<file path="src/design/lrm_consts.svh">
// Constants for the linear-regulator mask and load measurement registers.
// Assumes inclusion by the package and by every design module.
`ifndef LRM_CONSTS_SVH
`define LRM_CONSTS_SVH
`define LRM_ADDR_MASK        8'h23
`define LRM_ADDR_SEL         8'h24
`define LRM_ADDR_RES_HI      8'h25
`define LRM_ADDR_RES_LO      8'h26
`define LRM_BIT_L1_PGF       7
`define LRM_BIT_L1_PGR       6
`define LRM_BIT_L1_ILIM      4
`define LRM_BIT_L0_PGF       3
`define LRM_BIT_L0_PGR       2
`define LRM_BIT_L0_ILIM      0
`define LRM_MASK_WMASK       8'hdd
`define LRM_MASK_RESET       8'h00
`define LRM_SEL_RESET        1'b0
`define LRM_RES_RESET        9'h000
`define LRM_RES_MAX          9'h1ff
`define LRM_LSB_MA           20
`define LRM_FULL_SCALE_MA    10220
`endif

</file>
<file path="src/design/lrm_pkg.sv">
// Types shared by the load measurement register group.
// Assumes lrm_consts.svh is on the include path.
`include "lrm_consts.svh"
package lrm_pkg;
   typedef enum logic [1:0] {
      LRM_IDLE = 2'b00,
      LRM_REQ  = 2'b01,
      LRM_WAIT = 2'b11
   } lrm_meas_state_t;
   typedef logic [8:0] lrm_result_t;
endpackage : lrm_pkg

</file>
<file path="src/design/lrm_irq_gate.sv">
// Edge detection and masking for one linear regulator's interrupt events.
// Assumes status inputs are synchronous to sys_clk.
`timescale 1ns/1ns
`include "lrm_consts.svh"
module lrm_irq_gate
   import lrm_pkg::*;
(
   input  wire logic sys_clk,
   input  wire logic reset_n,
   input  wire logic pg_state,
   input  wire logic ilim_state,
   input  wire logic pg_invalid_mask,
   input  wire logic pg_valid_mask,
   input  wire logic ilim_mask,
   output logic      pg_irq,
   output logic      ilim_irq
);
   logic pg_prev_reg;
   logic ilim_prev_reg;

   // Previous levels for edge detection
   always_ff @(posedge sys_clk) begin
      if (!reset_n) begin
         pg_prev_reg   <= 1'b0;
         ilim_prev_reg <= 1'b0;
      end else begin
         pg_prev_reg   <= pg_state;
         ilim_prev_reg <= ilim_state;
      end
   end

   // Masks gate only the event pulses, never the levels
   assign pg_irq   = (pg_prev_reg & ~pg_state & ~pg_invalid_mask) |
                     (~pg_prev_reg & pg_state & ~pg_valid_mask);
   assign ilim_irq = ~ilim_prev_reg & ilim_state & ~ilim_mask;
endmodule : lrm_irq_gate

</file>
<file path="src/design/lrm_meas_ctrl.sv">
// Handshake with the analog measurement front end.
// Assumes front end answers meas_done with a one-cycle pulse and data.
`timescale 1ns/1ns
`include "lrm_consts.svh"
module lrm_meas_ctrl
   import lrm_pkg::*;
(
   input  wire logic        sys_clk,
   input  wire logic        reset_n,
   input  wire logic        start,
   output logic             meas_start,
   input  wire logic        meas_done,
   output logic             busy,
   output logic             capture
);
   lrm_meas_state_t state_reg;
   lrm_meas_state_t state_next;

   // A new start restarts the measurement, even while busy
   always_comb begin
      state_next = state_reg;
      case (state_reg)
         LRM_IDLE: if (start) state_next = LRM_REQ;
         LRM_REQ:  state_next = start ? LRM_REQ : LRM_WAIT;
         LRM_WAIT: begin
            if (start)          state_next = LRM_REQ;
            else if (meas_done) state_next = LRM_IDLE;
         end
         default:  state_next = LRM_IDLE;
      endcase
   end

   always_ff @(posedge sys_clk) begin
      if (!reset_n) state_reg <= LRM_IDLE;
      else          state_reg <= state_next;
   end

   assign meas_start = (state_reg == LRM_REQ);
   assign busy       = (state_reg != LRM_IDLE);
   // A done in the start cycle or in LRM_REQ is dropped; in LRM_WAIT it is captured
   assign capture    = (state_reg == LRM_WAIT) & meas_done & ~start;
endmodule : lrm_meas_ctrl

</file>
<file path="src/design/lrm_regs.sv">
// Linear-regulator interrupt masks and buck load current measurement.
// Assumes a serial interface decoder that gives one-cycle strobes.
//
// Contract
// - Mask bit 7 blocks regulator-1 power-good invalid interrupt.
// - Mask bit 6 blocks regulator-1 power-good valid interrupt.
// - Mask bit 4 blocks regulator-1 current-limit interrupt.
// - Mask bit 3 blocks regulator-0 power-good invalid interrupt.
// - Mask bit 2 blocks regulator-0 power-good valid interrupt.
// - Mask bit 0 blocks regulator-0 current-limit interrupt.
// - Masks gate interrupts only; status bits keep tracking conditions.
// - Mask bits 5 and 1 are reserved and read zero.
// - Select bit 0 picks converter 0 or 1, resets to 0.
// - Each select write starts a new measurement.
// - Master selection reports the summed master and slave current; the code sums only when dual_phase is set, else the master reports its own.
// - Slave selection reports only its own current.
// - Result high bit 0 holds result bit 8, others zero.
// - Result unsigned, 20 mA per LSB, 10.22 A full scale.
// - Result low holds result bits 7:0, read-only.
`timescale 1ns/1ns
`include "lrm_consts.svh"
module lrm_regs
   import lrm_pkg::*;
(
   input  wire logic       sys_clk,
   input  wire logic       reset_n,
   input  wire logic [7:0] reg_addr,
   input  wire logic       reg_wr,
   input  wire logic       reg_rd,
   input  wire logic [7:0] reg_wdata,
   output logic      [7:0] reg_rdata,
   output logic            reg_hit,
   input  wire logic       linreg0_power_good_state,
   input  wire logic       linreg1_power_good_state,
   input  wire logic       linreg0_overcurrent_state,
   input  wire logic       linreg1_overcurrent_state,
   output logic            linreg0_power_good_irq,
   output logic            linreg1_power_good_irq,
   output logic            linreg0_overcurrent_irq,
   output logic            linreg1_overcurrent_irq,
   input  wire logic       dual_phase,
   input  wire logic       buck1_is_master,
   output logic            meas_start,
   output logic            meas_buck_sel,
   output logic            meas_sum_phases,
   input  wire logic       meas_done,
   input  wire logic [8:0] meas_current,
   output logic            meas_busy,
   output logic            result_update
);
   logic [7:0]  mask_reg;
   logic        sel_reg;
   lrm_result_t result_reg;
   logic [7:0]  rdata_reg;
   logic        start_pulse;
   logic        capture;

   // Address decode
   wire hit_mask = (reg_addr == `LRM_ADDR_MASK);
   wire hit_sel  = (reg_addr == `LRM_ADDR_SEL);
   wire hit_hi   = (reg_addr == `LRM_ADDR_RES_HI);
   wire hit_lo   = (reg_addr == `LRM_ADDR_RES_LO);
   wire wr_mask  = reg_wr & hit_mask;
   wire wr_sel   = reg_wr & hit_sel;
   assign reg_hit = hit_mask | hit_sel | hit_hi | hit_lo;

   // Saturate at full scale; the front end is trusted to be 9 bits
   function automatic lrm_result_t lrm_clip(input logic [8:0] v);
      lrm_clip = (v > `LRM_RES_MAX) ? `LRM_RES_MAX : v;
   endfunction : lrm_clip

   // Mask register; reserved bits never store
   always_ff @(posedge sys_clk) begin
      if (!reset_n)
         mask_reg <= `LRM_MASK_RESET;
      else if (wr_mask)
         mask_reg <= reg_wdata & `LRM_MASK_WMASK;
   end

   // Select register; the write itself is the start trigger
   always_ff @(posedge sys_clk) begin
      if (!reset_n)
         sel_reg <= `LRM_SEL_RESET;
      else if (wr_sel)
         sel_reg <= reg_wdata[0];
   end
   assign start_pulse = wr_sel;

   lrm_meas_ctrl u_meas (
      .sys_clk    (sys_clk),
      .reset_n    (reset_n),
      .start      (start_pulse),
      .meas_start (meas_start),
      .meas_done  (meas_done),
      .busy       (meas_busy),
      .capture    (capture)
   );

   // Selection to front end; sum only for the master of a pair
   assign meas_buck_sel   = sel_reg;
   assign meas_sum_phases = dual_phase &
                            (sel_reg == buck1_is_master);

   // One register for all nine bits keeps both bytes coherent
   always_ff @(posedge sys_clk) begin
      if (!reset_n)
         result_reg <= `LRM_RES_RESET;
      else if (capture)
         result_reg <= lrm_clip(meas_current);
   end

   always_ff @(posedge sys_clk) begin
      if (!reset_n) result_update <= 1'b0;
      else          result_update <= capture;
   end

   // Read mux; unmapped addresses read zero
   wire [7:0] rd_mux =
      hit_mask ? mask_reg :
      hit_sel  ? {7'h00, sel_reg} :
      hit_hi   ? {7'h00, result_reg[8]} :
      hit_lo   ? result_reg[7:0] :
                 8'h00;

   always_ff @(posedge sys_clk) begin
      if (!reset_n)    rdata_reg <= 8'h00;
      else if (reg_rd) rdata_reg <= rd_mux;
   end
   assign reg_rdata = rdata_reg;

   // Per-regulator gating; status inputs pass untouched
   lrm_irq_gate u_gate0 (
      .sys_clk         (sys_clk),
      .reset_n         (reset_n),
      .pg_state        (linreg0_power_good_state),
      .ilim_state      (linreg0_overcurrent_state),
      .pg_invalid_mask (mask_reg[`LRM_BIT_L0_PGF]),
      .pg_valid_mask   (mask_reg[`LRM_BIT_L0_PGR]),
      .ilim_mask       (mask_reg[`LRM_BIT_L0_ILIM]),
      .pg_irq          (linreg0_power_good_irq),
      .ilim_irq        (linreg0_overcurrent_irq)
   );

   lrm_irq_gate u_gate1 (
      .sys_clk         (sys_clk),
      .reset_n         (reset_n),
      .pg_state        (linreg1_power_good_state),
      .ilim_state      (linreg1_overcurrent_state),
      .pg_invalid_mask (mask_reg[`LRM_BIT_L1_PGF]),
      .pg_valid_mask   (mask_reg[`LRM_BIT_L1_PGR]),
      .ilim_mask       (mask_reg[`LRM_BIT_L1_ILIM]),
      .pg_irq          (linreg1_power_good_irq),
      .ilim_irq        (linreg1_overcurrent_irq)
   );
endmodule : lrm_regs

</file>
<file path="config.mk">
export PLATFORM = sky130hd
export DESIGN_NAME = lrm_regs
export DESIGN_NICKNAME = d
export VERILOG_FILES = /design/src/design/lrm_pkg.sv /design/src/design/lrm_irq_gate.sv /design/src/design/lrm_meas_ctrl.sv /design/src/design/lrm_regs.sv
export VERILOG_INCLUDE_DIRS = /design/src /design/src/design
export SDC_FILE = /design/constraint.sdc
export NUM_CORES = 1
export LEC_CHECK = 0
export BUFFER_PORTS_ARGS = -buffer_cell sky130_fd_sc_hd__buf_2
export CORE_ASPECT_RATIO = 1.5
export CORE_MARGIN = 5
export CORE_UTILIZATION = 51
export DETAILED_ROUTE_END_ITERATION = 12
export PLACE_DENSITY = 0.83
export REMOVE_ABC_BUFFERS = 1
export SYNTH_ARGS = -nofsm -noshare
export SYNTH_HDL_FRONTEND = slang
export SYNTH_SLANG_ARGS = --single-unit
</file>
<file path="constraint.sdc">
create_clock -name sys_clk -period 4.36 [get_ports sys_clk]
set_clock_uncertainty 0.1 [all_clocks]
set_input_delay 1.09 -clock sys_clk [delete_from_list [all_inputs] [get_ports sys_clk]]
set_output_delay 1.09 -clock sys_clk [all_outputs]
set_load 0.03 [all_outputs]
</file>
**Word-level counts from Yosys, hierarchy flattened**

Index checks and enable logic that the tools add are counted.

- Bits of input ports: 36
- Register bits: 31

- Reduce and logical (&&, ||, !) cells: 3
- Order comparisons: 1
- Multiplexer cells: 10
- Bitwise operators: 35
- Eq/ne operators: 9

Operators by type and width:

| kind | count |
|---|---|
| 8-bit by 6-bit equality test with 1-bit output, second input constant | 4 |
| 8-bit 2-to-1 mux | 4 |
| 1-bit AND | 17 |
| 1-bit inverter | 13 |
| 9-bit > comparator, second input constant | 1 |
| 9-bit 2-to-1 mux | 1 |
| 2-bit 2-to-1 mux | 4 |
| 2-bit case mux with 3 select lines | 1 |
| 1-bit bitwise OR | 5 |
| 3-bit by 2-bit != test with 1-bit output, second input constant | 1 |
| 2-bit by 1-bit equality test with 1-bit output, second input constant | 1 |
| 2-bit equality test, second input constant | 1 |
| 2-bit logical NOT | 1 |
| 2-bit by 1-bit != test with 1-bit output, second input constant | 1 |
| 2-bit AND reduction | 1 |
| 2-bit nonzero test | 1 |
| 1-bit equality test | 1 |

**Depth between registers and ports, before layout**

- Depth in word-level cells: 5
- Gate-level depth with buffers: 6

**By module**

A second synthesis with hierarchy kept.

- Cell total of the unflattened synthesis: 146
- Area total of the unflattened synthesis: 1,448.9 µm²

By module, submodules not included:

| module | seq. area each (µm²) | times used | cells an instance | area each (µm²) |
|---|---|---|---|---|
| lrm_regs | 500.5 | 1 | 119 | 1,176.1 |
| lrm_irq_gate | 40.0 | 2 | 8 | 85.1 |
| lrm_meas_ctrl | 40.0 | 1 | 11 | 102.6 |

**Worst setup path before layout**

No wires, ideal clock.

- Kind: input port to output port
- From: input port reg_addr[4]
- To: output port reg_hit
- Path slack: 0.574 ns
- Stages: 4
- Required time: 3.170 ns
- Buffers on the path: 1
- Data arrival time: 2.596 ns
- Cell sequence: or4b_4 -> buf_6 -> nor2_1 -> a21boi_0

- Longest elaborated chain between the ends: 4

Ends and longest elaborated chain:

| item | RTL line | RTL |
|---|---|---|
| from (decl) | lrm_regs.sv:27 | `input wire logic [7:0] reg_addr,` |
| 8-bit by 6-bit equality test with 1-bit output (no line) | n/a |  |
| 1-bit bitwise OR (2 in series) | lrm_regs.sv:65 | `assign reg_hit = hit_mask \| hit_sel \| hit_hi \| hit_lo;` |
| 1-bit bitwise OR (*) | lrm_regs.sv:65 |  |
| to (decl) | lrm_regs.sv:32 | `output logic reg_hit,` |

Every way passes the cells marked *; elsewhere a longest branch is shown, timed or not.

**Final worst setup path**

Same ends and word-level chain as after synthesis.

==> results.sh <==
export IMPL_power_frac_comb_pct=9.9
export IMPL_top_level_ports=54
export IMPL_timing_rr_start="u_meas.state_reg[1]$_SDFFE_PN0P_"
export IMPL_report_power_total_w=0.000591
export IMPL_min_period_ps=3540
export IMPL_post_cts_setup_buffers=0
export IMPL_number_of_global_route_vias_before_repair=1196
export IMPL_dp_final_hpwl_mm=2.48
export IMPL_largest_register_ffs=9
export IMPL_fmax_mhz=283
export IMPL_tritoncts_num_buffers=5
export IMPL_drc=0
export IMPL_worst_slew_pin_transition_ps=983
export IMPL_clock_sinks=31
export IMPL_grt_antenna_before_repair=0
export IMPL_critPathArrivalTime_ps=2350
export IMPL_synth_sequential_area_ratio_pct=45.0
export IMPL_final_hold_violation_count=0
export IMPL_floorplan_row_count=23
export IMPL_peak_fanout_along_the_critical_path=5
export IMPL_post_synthesis_average_cell_area_um2=9.25
export IMPL_fp_dieArea_um2=3860
export IMPL_critPathKind="primary input to output port"
export IMPL_ys_seq_elements=31
export IMPL_clk_root_buffer_cell="clkbuf_8"
export IMPL_switching_share_pct=23.0
export IMPL_end_kind="output port"
export IMPL_period_share_pct=81.2
export IMPL_via_count=1236
export IMPL_startpoint="reg_addr[4]"
export IMPL_worst_case_vdd_ir_drop_mv=0.267
export IMPL_grt_max_degree=41
export IMPL_overflow=0
export IMPL_n_antenna_cell=0
export IMPL_power_leakage_nw=0.708
export IMPL_worstHoldPathType="flip-flop to flip-flop"
export IMPL_route_detailed_vias_per_inst=5.19
export IMPL_gp_congestion=0.843
export IMPL_power_frac_clock_pct=41.1
export IMPL_cts_tree="yes"
export IMPL_cap_violations=0
export IMPL_detailed_route_iter0_violations=14
export IMPL_timing_setup_tns_ps=0
export IMPL_finalSetupViolCount=0
export IMPL_fin_worst_hold_slack_ps=357
export IMPL_detailedRoute_firstPassIterationCount=4
export IMPL_globalRouteTotalUtil_pct=17.7
export IMPL_dieHeight_um=73.7
export IMPL_p_int_w=0.000455
export IMPL_ant_nets=0
export IMPL_starting_density_of_the_core_pct=52.0
export IMPL_core_area_um2=2650
export IMPL_setup_repair_after_global_routing_missed_its_margin="false"
export IMPL_postCtsResizedCells=0
export IMPL_yosysWarnings=0
export IMPL_max_slew_margin_rel_pct=34.2
export IMPL_first_pass_grt_wire_length_mm=5.06
export IMPL_crit_required_ps=3170
export IMPL_placement_io_buffers=51
export IMPL_number_of_instances_in_the_synthesized_netlist=149
export IMPL_seq_power_share_pct=49.0
export IMPL_outcome="completed"
export IMPL_power_per_cell_area_nw_per_um2=338
export IMPL_design_final_nets=236
export IMPL_synth_lib_cells_used_distinct=27
export IMPL_netlist_area_um2=1380
export IMPL_cts_max_level=2
export IMPL_drt_total_wl_mm=3.23
export IMPL_average_wire_per_cell_in_the_routed_design_um=13.6
export IMPL_power_switching_w=0.000136
export IMPL_holdBufCountCts=0
export IMPL_die_boundary_width_um=52.4
export IMPL_cts_path_max_buffers=2
export IMPL_clk_latency_ps=280
export IMPL_slew_viol_final=0
export IMPL_post_route_cells_drive_above_1_share_pct=31.8
export IMPL_startpoint_type="primary input"
export IMPL_area_growth_syn_to_layout_pct=27.0
export IMPL_path_clk_slew_ps=60
export IMPL_min_delay_start="result_reg[5]$_SDFFE_PN0P_"
[cell families (layout without fill, tap and decap cells)]
group,after synthesis,count (layout),share of synthesized area [%]
compound gates,26,26,11.2
xor+xnor,1,1,0.636
buf+inv,10,62,3.36
flops,31,31,45.1
mux,17,17,12.4
simple gates,64,64,27.4
[synthesized netlist by cell type (all sizes together)]
library cell / instances / area share (%)
or4bb: 1 / 0.82
nand2: 24 / 6.5
mux2i: 17 / 12
or4b: 1 / 1.0
and2: 5 / 2.3
nand3: 2 / 0.73
o2111ai: 1 / 0.64
or2: 1 / 0.45
dfxtp: 31 / 45
nand3b: 4 / 2.2
a22oi: 5 / 2.7
nand2b: 4 / 1.8
nor3b: 5 / 2.7
clkbuf: 5 / 1.4
buf: 2 / 1.2
nor4: 1 / 1.5
a21boi: 3 / 1.6
nor2: 4 / 1.1
o21ai: 10 / 3.6
a21oi: 7 / 2.5
xnor2: 1 / 0.64
inv: 3 / 0.82
nor2b: 8 / 3.6
nor3: 4 / 2.6
[cell usage in the layout (no fill, tap or decap)]
master	count
nor3b_1	4
a21boi_0	3
o2111ai_1	1
nand2_1	24
buf_2	51
nor4_4	1
o21ai_0	10
dfxtp_1	31
nand3b_1	4
nor3_2	1
or2_2	1
clkbuf_1	1
nor3_4	1
clkbuf_8	7
inv_1	3
nor2_1	4
nand3_1	2
nand2b_1	4
nor3b_2	1
and2_1	5
xnor2_1	1
a22oi_1	5
mux2i_1	17
or4bb_1	1
nor3_1	2
or4b_4	1
a21oi_1	7
nor2b_1	8
[area by class of cell]
cell class | instances | area (um2)
Fill cell | 249 | 898
Multi-Input combinational cell | 108 | 716
Sequential cell | 31 | 621
Timing Repair Buffer | 51 | 255
Inverter | 3 | 11.3
Clock buffer | 8 | 100
Tap cell | 37 | 46.3
[path summary, 6_finish.rpt]
path	end	slack [ps]	cells after the start
worst min-delay path	result_reg[5]$_SDFFE_PN0P_	360	2
worst max register to register	result_reg[8]$_SDFFE_PN0P_	2640	3
worst max-delay path	reg_hit	820	5
worst min register to register	result_reg[5]$_SDFFE_PN0P_	360	2
[layer usage]
| layer | share of wire (%) | vias up | global-route usage (%) |
|---|---|---|---|
| met2 | 54 | 31 | 32.5 |
| met4 | 3.1 | 0 | 9.09 |
| met5 | 0 | - | 0 |
| met1 | 37 | 580 | 16.4 |
| li1 | - | 614 | - |
| met3 | 5.9 | 11 | 6.69 |
[worst max-delay path, cell delays in order]
cell and delay (ps):
buf_2 100, or4b_4 590, nor2_1 160, a21boi_0 180, buf_2 230
[power by group through the flow]
| stage | logic (W) | registers [W] | clock network, W |
|---|---|---|---|
| 6_report | 0.0000583 | 0.000290 | 0.000243 |
| 5_1_grt | 0.0000632 | 0.000290 | 0.000260 |
| 4_1_cts | 0.0000587 | 0.000290 | 0.000249 |
| 3_5_place_dp | 0.0000585 | 0.000296 | 0 |
| 3_3_place_gp | 0.0000564 | 0.000296 | 0 |
| 2_1_floorplan | 0.0000225 | 0.000300 | 0 |
[metrics by stage]
stage / cell area [um2] / util (%) / cells / setup WS (ps)
after floorplan: 1340 / - / 142 / 625
after CTS: 1750 / 66.1 / 238 / 820
after global placement: 1650 / 62.3 / 230 / 872
final: 1750 / 66.1 / 238 / 822
after detailed placement: 1650 / 62.3 / 230 / 828
after global routing: 1750 / 66.1 / 238 / 723
(Power assumes the default switching activity.)
